`config.mk`:
```
export PLATFORM = sky130hd
export DESIGN_NAME = dca_top
export DESIGN_NICKNAME = d
export VERILOG_FILES = /design/src/shared/dca_pkg.sv /design/src/rtl/dca_top.sv
export SDC_FILE = /design/constraint.sdc
export NUM_CORES = 1
export LEC_CHECK = 0
export ABC_AREA = 1
export BUFFER_PORTS_ARGS = -buffer_cell sky130_fd_sc_hd__buf_2
export CAP_MARGIN = 20
export CORE_AREA = 2 2 115 200
export CTS_BUF_LIST = sky130_fd_sc_hd__clkbuf_4 sky130_fd_sc_hd__clkbuf_8
export DETAILED_ROUTE_END_ITERATION = 7
export DIE_AREA = 0 0 117 202
export PLACE_DENSITY = 0.48
export SLEW_MARGIN = 20
export SYNTH_ARGS = -nofsm -noshare
export SYNTH_HDL_FRONTEND = slang
export SYNTH_SLANG_ARGS = --single-unit
```
`constraint.sdc`:
```
create_clock -name aclk -period 3.35 [get_ports aclk]
set_clock_uncertainty 0.05 [all_clocks]
set_input_delay 0.1675 -clock aclk [delete_from_list [all_inputs] [get_ports aclk]]
set_output_delay 0.1675 -clock aclk [all_outputs]
set_load 0.01 [all_outputs]
```
`src/shared/dca_pkg.sv`:
```
// Shared constants for the dual channel allegiance and status block.
// Assumes a 32-bit AXI4-Lite register bus and one 100 MHz clock.
package dca_pkg;

    // ----------------------------------------------------------------
    // Register byte offsets
    // ----------------------------------------------------------------
    localparam logic [7:0] DCA_OFS_CTRL = 8'h00;
    localparam logic [7:0] DCA_OFS_NSC_STAT = 8'h04;
    localparam logic [7:0] DCA_OFS_ESC_TIO = 8'h08;
    localparam logic [7:0] DCA_OFS_IRQ = 8'h0C;
    localparam logic [7:0] DCA_OFS_CAPT = 8'h10;
    localparam logic [7:0] DCA_OFS_STATE = 8'h14;

    // ----------------------------------------------------------------
    // Status codes
    // ----------------------------------------------------------------
    localparam logic [7:0] DCA_ST_ZERO = 8'h00;
    localparam logic [7:0] DCA_ST_UC = 8'h02;
    localparam logic [7:0] DCA_ST_CE = 8'h08;
    localparam logic [7:0] DCA_ST_CEDE = 8'h0C;
    localparam logic [7:0] DCA_ST_BUSY = 8'h10;
    localparam logic [7:0] DCA_ST_CUBUSY = 8'h70;
    localparam logic [7:0] DCA_ST_DE = 8'h04;

    // ----------------------------------------------------------------
    // Command codes
    // ----------------------------------------------------------------
    localparam logic [7:0] DCA_CMD_TIO = 8'h00;
    localparam logic [7:0] DCA_CMD_NOP = 8'h03;

    // ----------------------------------------------------------------
    // Field positions
    // ----------------------------------------------------------------
    localparam int DCA_B_BUSOUT_CHK = 3;
    localparam int DCA_B_STACKED = 5;
    localparam int DCA_B_NEUTRAL = 7;
    localparam int DCA_B_STCHAIN = 6;
    localparam int DCA_B_ENA = 0;
    localparam int DCA_B_ENB = 1;

    // Reset values
    localparam logic [31:0] DCA_RST_WORD = 32'h0000_0000;
    localparam logic [7:0] DCA_RST_BYTE = 8'h00;

    typedef enum logic [1:0] {
        DCA_AL_NEUTRAL = 2'b00,
        DCA_AL_INST = 2'b01,
        DCA_AL_IMPL = 2'b10,
        DCA_AL_CONT = 2'b11
    } dca_alleg_t;

endpackage : dca_pkg

```
`src/rtl/dca_top.sv`:
```
// Channel adapter selection status logic with dual host switch.
// Assumes channel selection requests are pulses synchronous to aclk.
//
// Function
// [RQ1] Test I/O to emulation address returns 70 when blocked or unloaded
// [RQ2] Loaded emulation test status returned to Test I/O of that address
// [RQ3] Stacked initial status raises initial-selection interrupt request
// [RQ4] Stacked zero status only arises from native Test I/O
// [RQ5] Stacked no-op CE/DE captures address, command and stacked flag
// [RQ6] Bus-out parity error gives unit check; stacking sets check flags
// [RQ7] Native status register zero when free, else held until accepted
// [RQ8] Software re-presents held native status rather than rewriting it
// [RQ9] Software treats stacked emulation Test I/O like stacked final status
// [RQ10] Each interface has own native address; emulation only partitioned
// [RQ11] Interfaces enable separately; disabled interface bypasses Select Out
// [RQ12] Never operate both interfaces at once; hardware resolves contention
// [RQ13] Allegiance holds from first command until unchained device end
// [RQ14] Selection from the other interface during allegiance gets busy
// [RQ15] After owner finishes, device end goes to the busied interface
// [RQ16] Single interface enabled accepts native and emulation addresses
// [RQ17] Neutral serves both; switched accepts commands only from owner
// [RQ18] Switched adapter answers other side by holding or short busy
// [RQ19] Instantaneous allegiance from neutral ends when status presented
// [RQ20] Zero status to transfer command starts implicit allegiance
// [RQ21] Disconnect keeps implicit allegiance until reset-to-neutral write
// [RQ22] Unit check ending holds contingent allegiance until new command
// [RQ23] Simultaneous selections: interface A wins, B stays pending
`timescale 1ns/10ps
module dca_top #(
    parameter logic [7:0] NSC_ADDR_A = 8'h20, // Native address on A
    parameter logic [7:0] NSC_ADDR_B = 8'h21, // Native address on B
    parameter logic [7:0] ESC_BASE = 8'h40 // First emulation address
) (
    input wire logic aclk, // Clock
    input wire logic aresetn, // Synchronous reset, active low
    input wire logic [7:0] awaddr, // Write address
    input wire logic awvalid, // Write address valid
    output logic awready, // Write address ready
    input wire logic [31:0] wdata, // Write data
    input wire logic [3:0] wstrb, // Write strobes
    input wire logic wvalid, // Write data valid
    output logic wready, // Write data ready
    output logic [1:0] bresp, // Write response
    output logic bvalid, // Write response valid
    input wire logic bready, // Write response ready
    input wire logic [7:0] araddr, // Read address
    input wire logic arvalid, // Read address valid
    output logic arready, // Read address ready
    output logic [31:0] rdata, // Read data
    output logic [1:0] rresp, // Read response
    output logic rvalid, // Read data valid
    input wire logic rready, // Read data ready
    input wire logic [1:0] sel_req, // Initial selection pulse per side
    input wire logic [1:0] poll_req, // Select Out poll pulse per side
    input wire logic [7:0] sel_addr, // Device address of selection
    input wire logic [7:0] sel_cmd, // Command byte of selection
    input wire logic sel_par_err, // Bus-out parity error on command
    input wire logic cmd_chain, // Command chaining flag
    input wire logic stat_take, // Channel accepted presented status
    input wire logic stat_stack, // Channel stacked presented status
    input wire logic disconnect, // Interface disconnect ended operation
    output logic [1:0] sel_bypass, // Select Out passed through per side
    output logic [1:0] sel_hold, // Selection held incomplete per side
    output logic stat_valid, // Status presented, one cycle
    output logic stat_side, // Side the status goes to
    output logic [7:0] stat_byte, // Status byte presented
    output logic irq_initsel // Initial selection interrupt request
);

    // ----------------------------------------------------------------
    // Registers
    // ----------------------------------------------------------------
    logic [1:0] en_q; // Interface enables
    logic [7:0] nsc_stat_q; // Native pending status
    logic [15:0] esc_tio_q; // Emulation test address and status
    logic esc_tio_vld_q;
    logic esc_busy_q; // Emulation ending status not accepted
    logic irq_q;
    logic [7:0] flags_q; // Byte 0 input flags
    logic [15:0] capt_q; // Captured address and command
    dca_pkg::dca_alleg_t al_q;
    logic own_q; // Owning side
    logic [1:0] busied_q; // Sides owed a device end
    logic [1:0] pend_q; // Held selections
    logic [7:0] last_st_q; // Last status offered
    logic last_tio_nsc_q;
    logic last_uc_q;
    logic last_nop_q;
    logic [15:0] last_cap_q;
    logic wait_q; // Waiting for accept or stack
    logic [1:0] bypass_q;
    logic [1:0] hold_q;
    logic sv_q;
    logic ss_q;
    logic [7:0] sb_q;
    logic aw_q;
    logic w_q;
    logic [7:0] waddr_q;
    logic [31:0] wd_q;
    logic [3:0] ws_q;
    logic wr_fire;
    logic wr_hit;
    logic rd_hit;
    logic [31:0] rd_val;

    // ----------------------------------------------------------------
    // Selection decode
    // ----------------------------------------------------------------
    logic [1:0] req;
    logic side;
    logic both_en;
    logic is_nsc;
    logic is_esc;
    logic [7:0] resp;
    logic go;
    logic owner_ok;

    assign req = (sel_req | pend_q) & en_q; // see [RQ11]
    assign side = req[0] ? 1'b0 : 1'b1; // see [RQ23]
    assign both_en = &en_q;
    assign is_nsc = sel_addr == (side ? NSC_ADDR_B : NSC_ADDR_A); // see [RQ10]
    assign is_esc = !both_en && (sel_addr[7:4] == ESC_BASE[7:4]); // see [RQ16]
    assign owner_ok = (al_q == dca_pkg::DCA_AL_NEUTRAL) ||
                      (own_q == side); // see [RQ17]
    assign go = (|req) && !wait_q && !sv_q;

    always_comb begin
        resp = dca_pkg::DCA_ST_ZERO;
        if (!owner_ok) begin
            resp = dca_pkg::DCA_ST_BUSY; // see [RQ14]
        end else if (sel_par_err) begin
            resp = dca_pkg::DCA_ST_UC; // see [RQ6]
        end else if (is_esc && sel_cmd == dca_pkg::DCA_CMD_TIO) begin
            if (irq_q || esc_busy_q || !esc_tio_vld_q ||
                esc_tio_q[15:8] != sel_addr) begin
                resp = dca_pkg::DCA_ST_CUBUSY; // see [RQ1]
            end else begin
                resp = esc_tio_q[7:0]; // see [RQ2]
            end
        end else if (irq_q) begin
            resp = dca_pkg::DCA_ST_CUBUSY;
        end else if (sel_cmd == dca_pkg::DCA_CMD_TIO) begin
            resp = nsc_stat_q; // see [RQ7]
        end else if (sel_cmd == dca_pkg::DCA_CMD_NOP) begin
            resp = dca_pkg::DCA_ST_CEDE;
        end
    end

    // ----------------------------------------------------------------
    // Channel side outputs
    // ----------------------------------------------------------------
    always_ff @(posedge aclk) begin
        if (!aresetn) begin
            bypass_q <= 2'b00;
            hold_q <= 2'b00;
        end else begin
            bypass_q <= poll_req & (~en_q | {2{wait_q}}); // see [RQ11]
            hold_q <= pend_q; // see [RQ18]
        end
    end

    always_ff @(posedge aclk) begin
        if (!aresetn) begin
            pend_q <= 2'b00;
        end else if (go) begin
            // Loser of a tie or a request during a busy cycle waits
            pend_q <= req & ~(side ? 2'b10 : 2'b01); // see [RQ12]
        end else begin
            pend_q <= req;
        end
    end

    // Status presentation and device end owed to a busied side
    always_ff @(posedge aclk) begin
        if (!aresetn) begin
            sv_q <= 1'b0;
            ss_q <= 1'b0;
            sb_q <= dca_pkg::DCA_RST_BYTE;
        end else if (go) begin
            sv_q <= 1'b1;
            ss_q <= side;
            sb_q <= resp;
        end else if (al_q == dca_pkg::DCA_AL_NEUTRAL && |busied_q && !irq_q
                     && !wait_q && !sv_q) begin
            sv_q <= 1'b1; // see [RQ15]
            ss_q <= busied_q[0] ? 1'b0 : 1'b1;
            sb_q <= dca_pkg::DCA_ST_DE;
        end else begin
            sv_q <= 1'b0;
        end
    end

    always_ff @(posedge aclk) begin
        if (!aresetn) begin
            busied_q <= 2'b00;
        end else if (go && !owner_ok) begin
            busied_q[side] <= 1'b1; // see [RQ14]
        end else if (sv_q && sb_q == dca_pkg::DCA_ST_DE) begin
            busied_q[ss_q] <= 1'b0;
        end
    end

    // ----------------------------------------------------------------
    // Presentation outcome
    // ----------------------------------------------------------------
    always_ff @(posedge aclk) begin
        if (!aresetn) begin
            wait_q <= 1'b0;
            last_st_q <= dca_pkg::DCA_RST_BYTE;
            last_tio_nsc_q <= 1'b0;
            last_uc_q <= 1'b0;
            last_nop_q <= 1'b0;
            last_cap_q <= 16'h0000;
        end else if (go) begin
            wait_q <= 1'b1;
            last_st_q <= resp;
            last_tio_nsc_q <= is_nsc && sel_cmd == dca_pkg::DCA_CMD_TIO;
            last_uc_q <= sel_par_err;
            last_nop_q <= sel_cmd == dca_pkg::DCA_CMD_NOP;
            last_cap_q <= {sel_addr, sel_cmd};
        end else if (stat_take || stat_stack) begin
            wait_q <= 1'b0;
        end
    end

    // Allegiance state machine
    always_ff @(posedge aclk) begin
        if (!aresetn) begin
            al_q <= dca_pkg::DCA_AL_NEUTRAL;
            own_q <= 1'b0;
        end else if (wr_fire && ws_q[0] &&
                     wd_q[dca_pkg::DCA_B_NEUTRAL] &&
                     waddr_q == dca_pkg::DCA_OFS_NSC_STAT) begin
            al_q <= dca_pkg::DCA_AL_NEUTRAL; // see [RQ21]
        end else if (go && owner_ok) begin
            if (al_q == dca_pkg::DCA_AL_NEUTRAL) begin
                al_q <= dca_pkg::DCA_AL_INST; // see [RQ19]
                own_q <= side;
            end else if (al_q == dca_pkg::DCA_AL_CONT &&
                         sel_cmd != dca_pkg::DCA_CMD_TIO &&
                         sel_cmd != dca_pkg::DCA_CMD_NOP) begin
                al_q <= dca_pkg::DCA_AL_IMPL; // see [RQ22]
            end
        end else if (stat_take && wait_q && last_st_q != dca_pkg::DCA_ST_BUSY) begin
            unique case (al_q)
                dca_pkg::DCA_AL_INST: begin
                    if (last_st_q == dca_pkg::DCA_ST_ZERO &&
                        (!last_nop_q || cmd_chain)) begin
                        al_q <= dca_pkg::DCA_AL_IMPL; // see [RQ20]
                    end else if (last_uc_q) begin
                        al_q <= dca_pkg::DCA_AL_CONT; // see [RQ22]
                    end else begin
                        al_q <= dca_pkg::DCA_AL_NEUTRAL;
                    end
                end
                dca_pkg::DCA_AL_IMPL: begin
                    if (last_st_q[2] && !cmd_chain && !disconnect) begin
                        al_q <= last_st_q[1] ? dca_pkg::DCA_AL_CONT
                                             : dca_pkg::DCA_AL_NEUTRAL;
                    end // see [RQ13]
                end
                dca_pkg::DCA_AL_CONT: begin
                    al_q <= dca_pkg::DCA_AL_CONT;
                end
                dca_pkg::DCA_AL_NEUTRAL: begin
                    al_q <= dca_pkg::DCA_AL_NEUTRAL;
                end
            endcase
        end else if (stat_stack && wait_q && al_q == dca_pkg::DCA_AL_INST) begin
            al_q <= dca_pkg::DCA_AL_NEUTRAL;
        end
    end

    // ----------------------------------------------------------------
    // AXI4-Lite slave
    // ----------------------------------------------------------------

    assign wr_fire = aw_q && w_q && !bvalid;
    assign wr_hit = waddr_q == dca_pkg::DCA_OFS_CTRL ||
                    waddr_q == dca_pkg::DCA_OFS_NSC_STAT ||
                    waddr_q == dca_pkg::DCA_OFS_ESC_TIO ||
                    waddr_q == dca_pkg::DCA_OFS_IRQ;

    always_ff @(posedge aclk) begin
        if (!aresetn) begin
            aw_q <= 1'b0;
            w_q <= 1'b0;
            waddr_q <= 8'h00;
            wd_q <= dca_pkg::DCA_RST_WORD;
            ws_q <= 4'h0;
            bvalid <= 1'b0;
            bresp <= 2'b00;
        end else begin
            if (awvalid && awready) begin
                aw_q <= 1'b1;
                waddr_q <= awaddr;
            end
            if (wvalid && wready) begin
                w_q <= 1'b1;
                wd_q <= wdata;
                ws_q <= wstrb;
            end
            if (wr_fire) begin
                aw_q <= 1'b0;
                w_q <= 1'b0;
                bvalid <= 1'b1;
                bresp <= wr_hit ? 2'b00 : 2'b10;
            end else if (bvalid && bready) begin
                bvalid <= 1'b0;
            end
        end
    end

    assign awready = !aw_q && !bvalid;
    assign wready = !w_q && !bvalid;

    always_comb begin
        rd_hit = 1'b1;
        unique case (araddr)
            dca_pkg::DCA_OFS_CTRL: rd_val = {30'h0, en_q};
            dca_pkg::DCA_OFS_NSC_STAT: rd_val = {24'h0, nsc_stat_q};
            dca_pkg::DCA_OFS_ESC_TIO: rd_val = {15'h0, esc_tio_vld_q, esc_tio_q};
            dca_pkg::DCA_OFS_IRQ: rd_val = {23'h0, irq_q, flags_q};
            dca_pkg::DCA_OFS_CAPT: rd_val = {16'h0, capt_q};
            dca_pkg::DCA_OFS_STATE: rd_val = {26'h0, esc_busy_q, busied_q,
                                              own_q, al_q};
            default: begin
                rd_val = dca_pkg::DCA_RST_WORD;
                rd_hit = 1'b0;
            end
        endcase
    end

    always_ff @(posedge aclk) begin
        if (!aresetn) begin
            rvalid <= 1'b0;
            rdata <= dca_pkg::DCA_RST_WORD;
            rresp <= 2'b00;
        end else if (arvalid && arready) begin
            rvalid <= 1'b1;
            rdata <= rd_val;
            rresp <= rd_hit ? 2'b00 : 2'b10;
        end else if (rvalid && rready) begin
            rvalid <= 1'b0;
        end
    end

    assign arready = !rvalid;

    // ----------------------------------------------------------------
    // Software registers and stacked status capture
    // ----------------------------------------------------------------
    logic stacked_ev;
    assign stacked_ev = stat_stack && wait_q;

    always_ff @(posedge aclk) begin
        if (!aresetn) begin
            en_q <= 2'b00;
            esc_tio_q <= 16'h0000;
            esc_tio_vld_q <= 1'b0;
        end else if (wr_fire && ws_q[0]) begin
            if (waddr_q == dca_pkg::DCA_OFS_CTRL) begin
                en_q <= wd_q[1:0]; // see [RQ11]
            end
            if (waddr_q == dca_pkg::DCA_OFS_ESC_TIO) begin
                esc_tio_q <= wd_q[15:0];
                esc_tio_vld_q <= wd_q[16];
            end
        end
    end

    // Native status: hardware keeps it until the channel takes it
    always_ff @(posedge aclk) begin
        if (!aresetn) begin
            nsc_stat_q <= dca_pkg::DCA_ST_ZERO;
        end else if (stat_take && wait_q && last_tio_nsc_q) begin
            nsc_stat_q <= dca_pkg::DCA_ST_ZERO; // see [RQ7]
        end else if (wr_fire && ws_q[0] &&
                     waddr_q == dca_pkg::DCA_OFS_NSC_STAT) begin
            nsc_stat_q <= {1'b0, wd_q[6:0]}; // see [RQ8]
        end
    end

    // Emulation command in progress until its ending status is taken
    always_ff @(posedge aclk) begin
        if (!aresetn) begin
            esc_busy_q <= 1'b0;
        end else if (go && is_esc && resp == dca_pkg::DCA_ST_ZERO) begin
            esc_busy_q <= 1'b1;
        end else if (stat_take && wait_q && last_st_q[2]) begin
            esc_busy_q <= 1'b0; // see [RQ9]
        end
    end

    // Interrupt and flags: a new event wins over a software clear
    always_ff @(posedge aclk) begin
        if (!aresetn) begin
            irq_q <= 1'b0;
            flags_q <= dca_pkg::DCA_RST_BYTE;
            capt_q <= 16'h0000;
        end else if (stacked_ev) begin
            irq_q <= 1'b1; // see [RQ3]
            flags_q[dca_pkg::DCA_B_STACKED] <= 1'b1; // see [RQ5]
            flags_q[dca_pkg::DCA_B_BUSOUT_CHK] <= last_uc_q; // see [RQ6]
            flags_q[dca_pkg::DCA_B_STCHAIN] <=
                last_st_q == dca_pkg::DCA_ST_ZERO && last_tio_nsc_q; // see [RQ4]
            capt_q <= last_cap_q;
        end else if (wr_fire && ws_q[1] &&
                     waddr_q == dca_pkg::DCA_OFS_IRQ && wd_q[8]) begin
            irq_q <= 1'b0;
            flags_q <= dca_pkg::DCA_RST_BYTE;
        end
    end

    assign sel_bypass = bypass_q;
    assign sel_hold = hold_q;
    assign stat_valid = sv_q;
    assign stat_side = ss_q;
    assign stat_byte = sb_q;
    assign irq_initsel = irq_q;

endmodule : dca_top

```
==> impl_metrics.json, run 1 <==
{
  "final_net_count": 1142,
  "async_flop_share_pct": 0,
  "fmax_ghz": 0.454,
  "status": "completed",
  "clk_path_buf_depth": 2,
  "finalSetupViolCount": 0,
  "drt_iter0_drc": 220,
  "wl_met2_um": 10200,
  "fin_util_pct": 36.8,
  "cts_max_level": 4,
  "fin_crit_sh_pct": 65.7,
  "antenna_found_initial": 0,
  "cts_made_buffers": 17,
  "cts-root-buf": "clkbuf_8",
  "arrival_ns": 2.52,
  "synth_top_cells_by_count": "171 x nand2_1, 145 x dfxtp_1, 110 x inv_1",
  "cts_setup_buffers": 0,
  "synth_edf_count": 0,
  "synth.area.top_cells": "dfxtp_1 45%, nand2_1 9.9%, a21oi_1 7.9%",
  "dr.pass1.iters": 4,
  "die_w_um": 117,
  "dp_slack_ns": 1.15,
  "synth.most_common_cell": "nand2_1",
  "worst-r2r-cell-count": 7,
  "setup_ws_ns": 1.15,
  "die_area_um2": 23600,
  "synth_top_area_cell": "dfxtp_1",
  "r2r-start": "en_q[0]$_SDFFE_PN0P_",
  "vdd_drop_max_mv": 0.180,
  "power_density_nw_per_um2": 436,
  "synth_top_family_by_area": "simple AND/OR/NAND/NOR gates",
  "ant_nets": 0,
  "critical_path_class": "flip-flop to flip-flop",
  "wl_met1_um": 7960,
  "critPathMaxFanout": 40,
  "synthSimpleGateAreaFrac_pct": 22.9,
  "slew_headroom_pct": 40.3,
  "grt_max_degree": 46,
  "placed_cells": 1286,
  "overflow": 0,
  "yosys.area_share.xor_xnor_pct": 0.270,
  "maxCapViolCount": 0,
  "cp-end-kind": "flip-flop",
  "die_h_um": 202,
  "io_pins": 140,
  "coreArea_um2": 22100,
  "diodes": 0,
  "muxShareOfSynthArea_pct": 0,
  "hold_ws_ns": 0.0139,
  "cts.reportedPaths.clkPinSlew_ns": 0.09,
  "synth_area_um2": 6490,
  "grt_pass1_vias": 5954,
  "p_leak_nw": 3.43,
  "cts_tree": "yes",
  "rrSetupSlack_ns": 1.15,
  "via_count": 6205,
  "num_rows": 72,
  "routabilityCongestion": 0.931,
  "tns_ns": 0,
  "layout-drive-gt1-share_pct": 16.7,
  "final-max-slew-violation-count": 0,
  "synth_compound_area_share_pct": 20.8,
  "port-buffer-count": 105,
  "synth.avg_cell_area_um2": 7.12,
  "grt_pass1_wl_um": 31000,
  "tightest_slew_ns": 0.891,
  "synth_top_cell_area_share_pct": 44.7,
  "ys_seq_area_share_pct": 44.7,
  "layout.cells.non_filler": 1367,
  "holdCritPathClass": "input port to flip-flop",
  "hold_viol_final": 0,
  "wl_per_cell_um": 14.3,
  "rsz0062_at_grt": "false",
  "period_needed_ns": 2.20,
  "post_cts_resized": 0,
  "min_to": "wd_q[7]$_SDFFE_PN0P_",
  "vias_per_cell": 4.54,
  "hold_buffers": 49,
  "required_ns": 3.66,
  "wl_met3_um": 755,
  "holdCritStartpoint": "wdata[7]",
  "ys_warn_count": 0,
  "hold_depth": 3,
  "ys.flop_type": "dfxtp_1",
  "top_layer": "met4",
  "wl_um": 19600,
  "yosysUniqueCellTypes": 40,
  "synthCells": 912,
  "rr_endpoint": "stat_side$_SDFFE_PN0P_",
  "track_usage_pct": 17.2,
  "clk_latency_ns": 0.47,
  "dp_hpwl_um": 14800,
  "area_growth_pct": 25.2,
  "synth_adder_area_share_pct": 0,
  "start_util_pct": 29.4,
  "ys_ff_latch": 145,
  "cts.sinks": 145,
  "critPathLaunchType": "flip-flop",
  "drc": 0
}
## where the power goes
group	switching [mW]	internal (mW)	leakage, nW	total [mW]
registers	0.0210	1.76	1.18	1.79
logic	0.186	0.122	2.06	0.309
clock network	0.700	0.753	0.199	1.45
## sequential cells by signal, indices dropped and copies added (netlist names), 8 cells and up
register and count:
rdata 17, stat_byte 8, wd_q 17, last_st_q 8, esc_tio_q 16, capt_q 16, waddr_q 8, last_cap_q 16
## per-layer routing
layer	up-vias	global-route usage, %
met4	0	8.57
met1	2791	19.3
met3	38	3.18
li1	3224	-
met5	-	0
met2	152	30.6
## how the worst max path moves through the flow
| stage | slack, ns | start | end |
|---|---|---|---|
| after global routing | 0.89 | en_q[0]$_SDFFE_PN0P_ | stat_side$_SDFFE_PN0P_ |
| after global placement | 1.16 | en_q[0]$_SDFFE_PN0P_ | stat_side$_SDFFE_PN0P_ |
| after floorplan | 1.83 | bvalid$_SDFFE_PN0P_ | esc_tio_q[7]$_SDFFE_PN0P_ |
| after detailed placement | 1.15 | wait_q$_SDFFE_PN0P_ | stat_side$_SDFFE_PN0P_ |
| after CTS | 1.13 | wait_q$_SDFFE_PN0P_ | stat_side$_SDFFE_PN0P_ |
| final | 1.15 | en_q[0]$_SDFFE_PN0P_ | stat_side$_SDFFE_PN0P_ |
## stage by stage
step	total power [mW]	cell area (µm²)
2_1_floorplan	2.00	6550
3_3_place_gp	2.09	7230
3_5_place_dp	2.10	7230
4_1_cts	3.60	8130
5_1_grt	3.71	8130
6_report	3.55	8130
## final cells by class
class / instances / area [µm²]
clock buffer: 19 / 249
clock inverter: 13 / 161
fill: 2417 / 13900
inverter: 117 / 439
multi-input combinational: 613 / 2920
sequential: 145 / 2900
tap: 296 / 370
timing repair buffer: 164 / 1090
## worst max-delay path, stage by stage, from the launching register on
cell and delay [ns]:
dfxtp_1 0.46, nand2_2 0.23, a21boi_4 0.07, buf_4 0.26, a31oi_1 0.71, nor3_1 0.08, o21ai_0 0.17, inv_1 0.05
## logic make-up after synthesis
group,count (synthesis)
and+or+nand+nor,350
DFF,145
AOI/OAI and AO/OA,244
buffers and inverters,170
xor gates and xnor gates,2
other,1
## cells in the final DEF, fill, tap and decap left out, drive strengths merged
master	n
buf	115
inv	117
o211ai	2
nand2	174
a41oi	1
nor3	9
o22ai	14
nor2	115
a211oi	8
nand3	34
a21boi	1
or3	1
dfxtp	145
dlygate4sd3	49
o21ai	96
nor4	4
clkinv	6
a21oi	115
or2	2
bufinv	3
clkinvlp	4
xor2	2
nand4	11
o31ai	2
o21bai	1
conb	17
a31oi	1
clkbuf	19
o2111ai	1
o21a	2
(Power assumes the default switching activity.)
==> run 2, diff against run 1 <==
Settings changed: PLACE_DENSITY 0.48 to 0.5.
Clock period 3.35 ns to 1.8 ns, I/O delays scaled along.
==> run 2 against run 1 <==
Against the previous run:
- worst hold slack better by 0.016 ns
- flip-flop and latch count unchanged
- non-clock buffer count up 61
- first-iteration DRC count up 29%
- power up 81%
- worst setup slack worse by 1.1 ns
- critical path type is now input port to flip-flop
- highest routed layer unchanged
==> impl_metrics.json, run 2 (synthesis gave the netlist of run 1 again) <==
{
  "cts_tree": "yes",
  "nFillCells": 2360,
  "cts-root-buf": "clkbuf_8",
  "grt_max_degree": 44,
  "via_count": 6485,
  "grt_pass1_wl_um": 32300,
  "most-common-layout-cells": "160 x nand2_1, 137 x dfxtp_1, 110 x inv_1, 104 x buf_2, 102 x nor2_1",
  "hold_viol_final": 0,
  "fin_crit_sh_pct": 98.7,
  "critPathLaunchType": "input port",
  "worstSetupStartpoint": "araddr[4]",
  "largestRegisters": "rdata (17), wd_q (17)",
  "seq_power_share_pct": 51.7,
  "drt_iter0_drc": 284,
  "tns_ns": 0,
  "routabilityCongestion": 0.907,
  "clk_path_buf_depth": 2,
  "coreArea_um2": 22100,
  "holdCritPathClass": "input port to flip-flop",
  "arrival_ns": 2.07,
  "holdCritStartpoint": "sel_addr[7]",
  "clk_latency_ns": 0.45,
  "die_w_um": 117,
  "start_util_pct": 29.4,
  "track_usage_pct": 18.2,
  "rrSetupSlack_ns": 0.07,
  "power_density_nw_per_um2": 733,
  "num_rows": 72,
  "p_sw_mw": 1.64,
  "gr-usage-met1_pct": 20.1,
  "top_usage_layer": "met2",
  "grt_util_met3_pct": 3.27,
  "final-max-slew-violation-count": 0,
  "port-buffer-count": 105,
  "rsz0062_at_grt": "true",
  "antenna_found_initial": 0,
  "wl_um": 20800,
  "layout-drive-gt1-share_pct": 23.7,
  "area_growth_pct": 35.0,
  "drc": 0,
  "internal_power_mw": 4.79,
  "cts.sinks": 145,
  "design_area_um2": 8760,
  "critPathMaxFanout": 2,
  "die_h_um": 202,
  "p_leak_nw": 3.77,
  "maxCapViolCount": 0,
  "period_needed_ns": 1.78,
  "use_met2_pct": 32.6,
  "clock_power_share_pct": 38.5,
  "placed_cells": 1336,
  "p_total_mw": 6.43,
  "die_area_um2": 23600,
  "grt_pass1_vias": 6171,
  "diodes": 0,
  "cts.reportedPaths.clkPinSlew_ns": 0.08,
  "seq_area_um2": 2920,
  "ant_nets": 0,
  "status": "completed",
  "r2r-start": "esc_tio_q[10]$_SDFFE_PN0P_",
  "place_area_um2": 7670,
  "overflow": 0,
  "finalSetupViolCount": 0,
  "multi_input_area_um2": 3020,
  "switching_share_pct": 25.5,
  "vdd_drop_max_mv": 0.474,
  "dp_hpwl_um": 15800,
  "fmax_ghz": 0.563,
  "final_common_cell": "nand2_1",
  "critical_path_class": "input port to flip-flop",
  "cp-end-kind": "flip-flop",
  "wl_per_cell_um": 14.6,
  "cts_max_level": 4,
  "dr.pass1.iters": 5,
  "required_ns": 2.10,
  "final_net_count": 1204,
  "vias_per_cell": 4.54,
  "io_pins": 140,
  "cts_made_buffers": 17,
  "layout.cells.non_filler": 1428,
  "hold_ws_ns": 0.0301,
  "power_frac_comb_pct": 9.9
}
-- run 2: cell count changes in the layout (fill, tap and decap cells not counted), sizes merged --
cell,previous run,this run
buf,115,169
bufinv,3,1
clkbuf,19,22
clkinv,6,5
clkinvlp,4,5
dlygate4sd3,49,56
inv,117,115
nand2,174,175
-- run 2: per-stage QoR --
| stage | setup slack (ns) | util (%) |
|---|---|---|
| after global routing | -0.0607 | 39.7 |
| after detailed placement | -0.110 | 34.7 |
| after floorplan | 0.280 | - |
| after CTS | 0.00134 | 39.1 |
| final | 0.0243 | 39.7 |
| after global placement | -0.0805 | 34.7 |
-- run 2: per-layer routing --
| layer | part of all wire (%) | up-vias |
|---|---|---|
| met1 | 40 | 2938 |
| met2 | 53 | 152 |
| met3 | 3.1 | 41 |
| li1 | - | 3354 |
| met4 | 3.8 | 0 |
| met5 | 0 | - |
-- run 2: timing repair --
item | 4_1_cts | 5_1_grt
pin swaps | 2 | 13
setup endpoints to repair | 2 | 36
hold endpoints to repair | 58 | 0
setup buffers | 1 | 3
cloned | 0 | 1
gates resized for setup | 3 | 38
hold buffers | 56 | 0
-- run 2: final cells by class --
class                   count  area share [%]
clock buffers              22            3.38
inverters                 117            5.01
repair buffers            225            18.7
well taps                 296            4.23
clock inverters             9           0.942
flip-flops and latches    145            33.3
multi-input cells         614            34.5
-- run 2: path summary, 6_finish.rpt --
check | depth (start not counted) | to
max | 6 | rresp[1]$_SDFFE_PN0P_
min | 4 | last_cap_q[15]$_SDFFE_PN0P_
max reg2reg | 11 | stat_byte[3]$_SDFFE_PN0P_
min reg2reg | 2 | capt_q[13]$_SDFFE_PN0P_
-- run 2: power groups by stage --
| stage | sequential, mW | combinational (mW) | clock, mW |
|---|---|---|---|
| floorplan | 3.39 | 0.326 | 0 |
| global placement | 3.40 | 0.532 | 0 |
| detailed placement | 3.40 | 0.535 | 0 |
| CTS | 3.32 | 0.628 | 2.58 |
| global route | 3.33 | 0.711 | 2.70 |
| finish | 3.32 | 0.633 | 2.47 |
-- run 2: worst max-delay path, cell delays in order --
cell and delay (ns):
dlygate4sd3_1 0.55, buf_2 0.13, nand2_1 0.05, dlygate4sd3_1 0.56, a41oi_2 0.12, dlygate4sd3_1 0.58
==> run 3, diff against run 2 <==
Settings changed: ABC_AREA 1 to 0, CORE_AREA 2 2 115 200 to 2 2 113 196, DIE_AREA 0 0 117 202 to 0 0 115 198.
==> run 3 against run 2 <==
Against the previous run:
- the run now ends with setup timing left
- critical path type is now flip-flop to flip-flop
- global-route usage is 1.4 points higher
- largest power group unchanged
- clock-buffer cell count shrank 4
- non-clock buffer count up 35
- critical endpoint is now al_q[1]$_SDFFE_PP0P_
- worst setup slack got worse by 0.20 ns
- synthesized cell count decreased by 17%
- critical path depth increased by 1
- clock power about the same
- fmax down 10%
- sequential power barely moved
- worst hold slack better by 0.0057 ns
==> impl_metrics.json, run 3 <==
{
  "status": "finished, violations left",
  "violations": "setup timing",
  "cts_made_buffers": 17,
  "period_needed_ns": 1.98,
  "setup_ws_ns": -0.175,
  "p_leak_nw": 3.49,
  "routabilityCongestion": 0.933,
  "fin_crit_sh_pct": 110,
  "layout-drive-gt1-share_pct": 31.6,
  "power_frac_comb_pct": 9.1,
  "coreArea_um2": 21300,
  "track_usage_pct": 19.5,
  "wl_per_cell_um": 17.4,
  "synthCells": 755,
  "num_rows": 71,
  "synth_edf_count": 0,
  "hold_viol_final": 0,
  "holdCritPathClass": "input port to flip-flop",
  "largestRegisters": "rdata (17), wd_q (17)",
  "port-buffer-count": 105,
  "p_total_mw": 6.37,
  "internal_power_mw": 4.67,
  "grt_max_degree": 50,
  "area_growth_pct": 44.2,
  "synth_area_um2": 6250,
  "clock_power_share_pct": 39.1,
  "tightest_slew_ns": 0.542,
  "p_sw_mw": 1.70,
  "cts.reportedPaths.clkPinSlew_ns": 0.09,
  "die_h_um": 198,
  "cts_max_level": 4,
  "critPathLaunchType": "flip-flop",
  "synth.avg_cell_area_um2": 8.27,
  "dp_hpwl_um": 16200,
  "drc": 0,
  "clk_path_buf_depth": 2,
  "final_common_cell": "nand2_1",
  "power_density_nw_per_um2": 707,
  "via_count": 6245,
  "cts-root-buf": "clkbuf_8",
  "diodes": 0,
  "synth.area.top_cells": "dfxtp_1 46%, nand2_1 9.4%, a21oi_1 8.2%",
  "nFillCells": 2194,
  "most-common-layout-cells": "155 x nand2_1, 134 x dfxtp_1, 105 x buf_2, 95 x a21oi_1, 88 x buf_4",
  "final_net_count": 1076,
  "critical_path_class": "flip-flop to flip-flop",
  "synth_top_cells_by_count": "156 x nand2_1, 145 x dfxtp_1, 102 x a21oi_1",
  "grt_pass1_vias": 6130,
  "ys_seq_area_share_pct": 46.5,
  "layout.cells.non_filler": 1259,
  "clk_latency_ns": 0.45,
  "cts.sinks": 145,
  "die_w_um": 115,
  "vdd_drop_max_mv": 0.447,
  "die_area_um2": 22800,
  "hold_ws_ns": 0.0358,
  "ys.flop_type": "dfxtp_1",
  "synth_top_area_cell": "dfxtp_1",
  "io_pins": 140,
  "ant_nets": 0,
  "overflow": 0,
  "antenna_found_initial": 1,
  "ys_warn_count": 0,
  "async_flop_share_pct": 0,
  "ys_ff_latch": 145,
  "critPathMaxFanout": 4,
  "tns_ns": -1.69,
  "yosysUniqueCellTypes": 61,
  "synth_top_cell_area_share_pct": 46.5,
  "grt_pass1_wl_um": 33200,
  "rsz0062_at_grt": "true",
  "cts_tree": "yes",
  "cp-end-kind": "flip-flop",
  "synth.most_common_cell": "nand2_1",
  "maxCapViolCount": 0,
  "vias_per_cell": 4.96,
  "wl_um": 22000,
  "placed_cells": 1173,
  "slew_headroom_pct": 63.5,
  "final-max-slew-violation-count": 0,
  "switching_share_pct": 26.6,
  "drt_iter0_drc": 361,
  "finalSetupViolCount": 27,
  "fmax_ghz": 0.506,
  "required_ns": 2.09,
  "seq_power_share_pct": 51.8,
  "dr.pass1.iters": 8,
  "start_util_pct": 29.3,
  "arrival_ns": 2.27
}
## run 3: cells by family after synthesis
family                 share of synthesized area (%)
multiplexers                                    6.51
flip-flops                                      46.5
AO/OA/AOI/OAI                                   17.0
XOR/XNOR                                        1.26
other                                         0.0600
buffers and inverters                           5.43
AND/OR/NAND/NOR                                 23.2
## run 3: through the flow
step	setup WS, ns	util, %	cell area, µm²
global route	-0.276	42.3	9010
finish	-0.175	42.3	9010
floorplan	-0.0608	-	6350
CTS	-0.122	41.1	8760
detailed placement	-0.229	36.3	7740
global placement	-0.215	36.3	7740
## run 3: path summary, 6_finish.rpt
check	start	end	slack [ns]	cells past startpoint
setup / recovery	last_st_q[7]$_SDFFE_PN0P_	al_q[1]$_SDFFE_PP0P_	-0.18	7
hold / removal	sel_addr[0]	last_cap_q[8]$_SDFFE_PN0P_	0.04	4
setup reg to reg	last_st_q[7]$_SDFFE_PN0P_	al_q[1]$_SDFFE_PP0P_	-0.18	7
hold reg to reg	last_cap_q[10]$_SDFFE_PN0P_	capt_q[10]$_SDFFE_PN0P_	0.40	2
## run 3: timing repair
action                                  CTS  global route
pin swaps                                13            20
endpoints found under the setup margin   54            57
hold buffers                             51             0
setup buffers                             1             2
gates cloned                              0             2
hold endpoints to repair                 56             0
resized for setup                        32            42
## run 3: power groups by stage
| stage | registers (mW) | logic [mW] | clock network [mW] |
|---|---|---|---|
| after global placement | 3.38 | 0.471 | 0 |
| after global routing | 3.31 | 0.637 | 2.69 |
| after floorplan | 3.36 | 0.248 | 0 |
| after detailed placement | 3.38 | 0.472 | 0 |
| after CTS | 3.30 | 0.567 | 2.57 |
| final | 3.30 | 0.583 | 2.49 |
## run 3: layout make-up
class / instances / area (µm²) / area share [%]
clock buffer: 18 / 248 / 2.75
clock inverter: 13 / 129 / 1.43
inverter: 14 / 53.8 / 0.597
multi-input combinational: 554 / 3360 / 37.3
sequential: 145 / 2920 / 32.4
tap: 255 / 319 / 3.54
timing repair buffer: 260 / 1970 / 21.9
## run 3: worst max-delay path: stages, from the launching register on
cell	delay, ns
dfxtp_2	0.33
or4_4	0.55
o211ai_1	0.19
buf_4	0.16
o21ai_2	0.06
a22oi_2	0.25
nor3_2	0.07
o21a_1	0.20
## run 3: layer usage
layer  share of wire, %  vias to the layer above  wire length, µm  track usage (%)
met5              0.059                        -               13                0
met4                5.7                        2             1240             12.2
met3                3.5                       58              759             3.52
met2                 53                      170            11700             34.7
met1                 38                     2945             8250             21.0
li1                   -                     3070                -                -
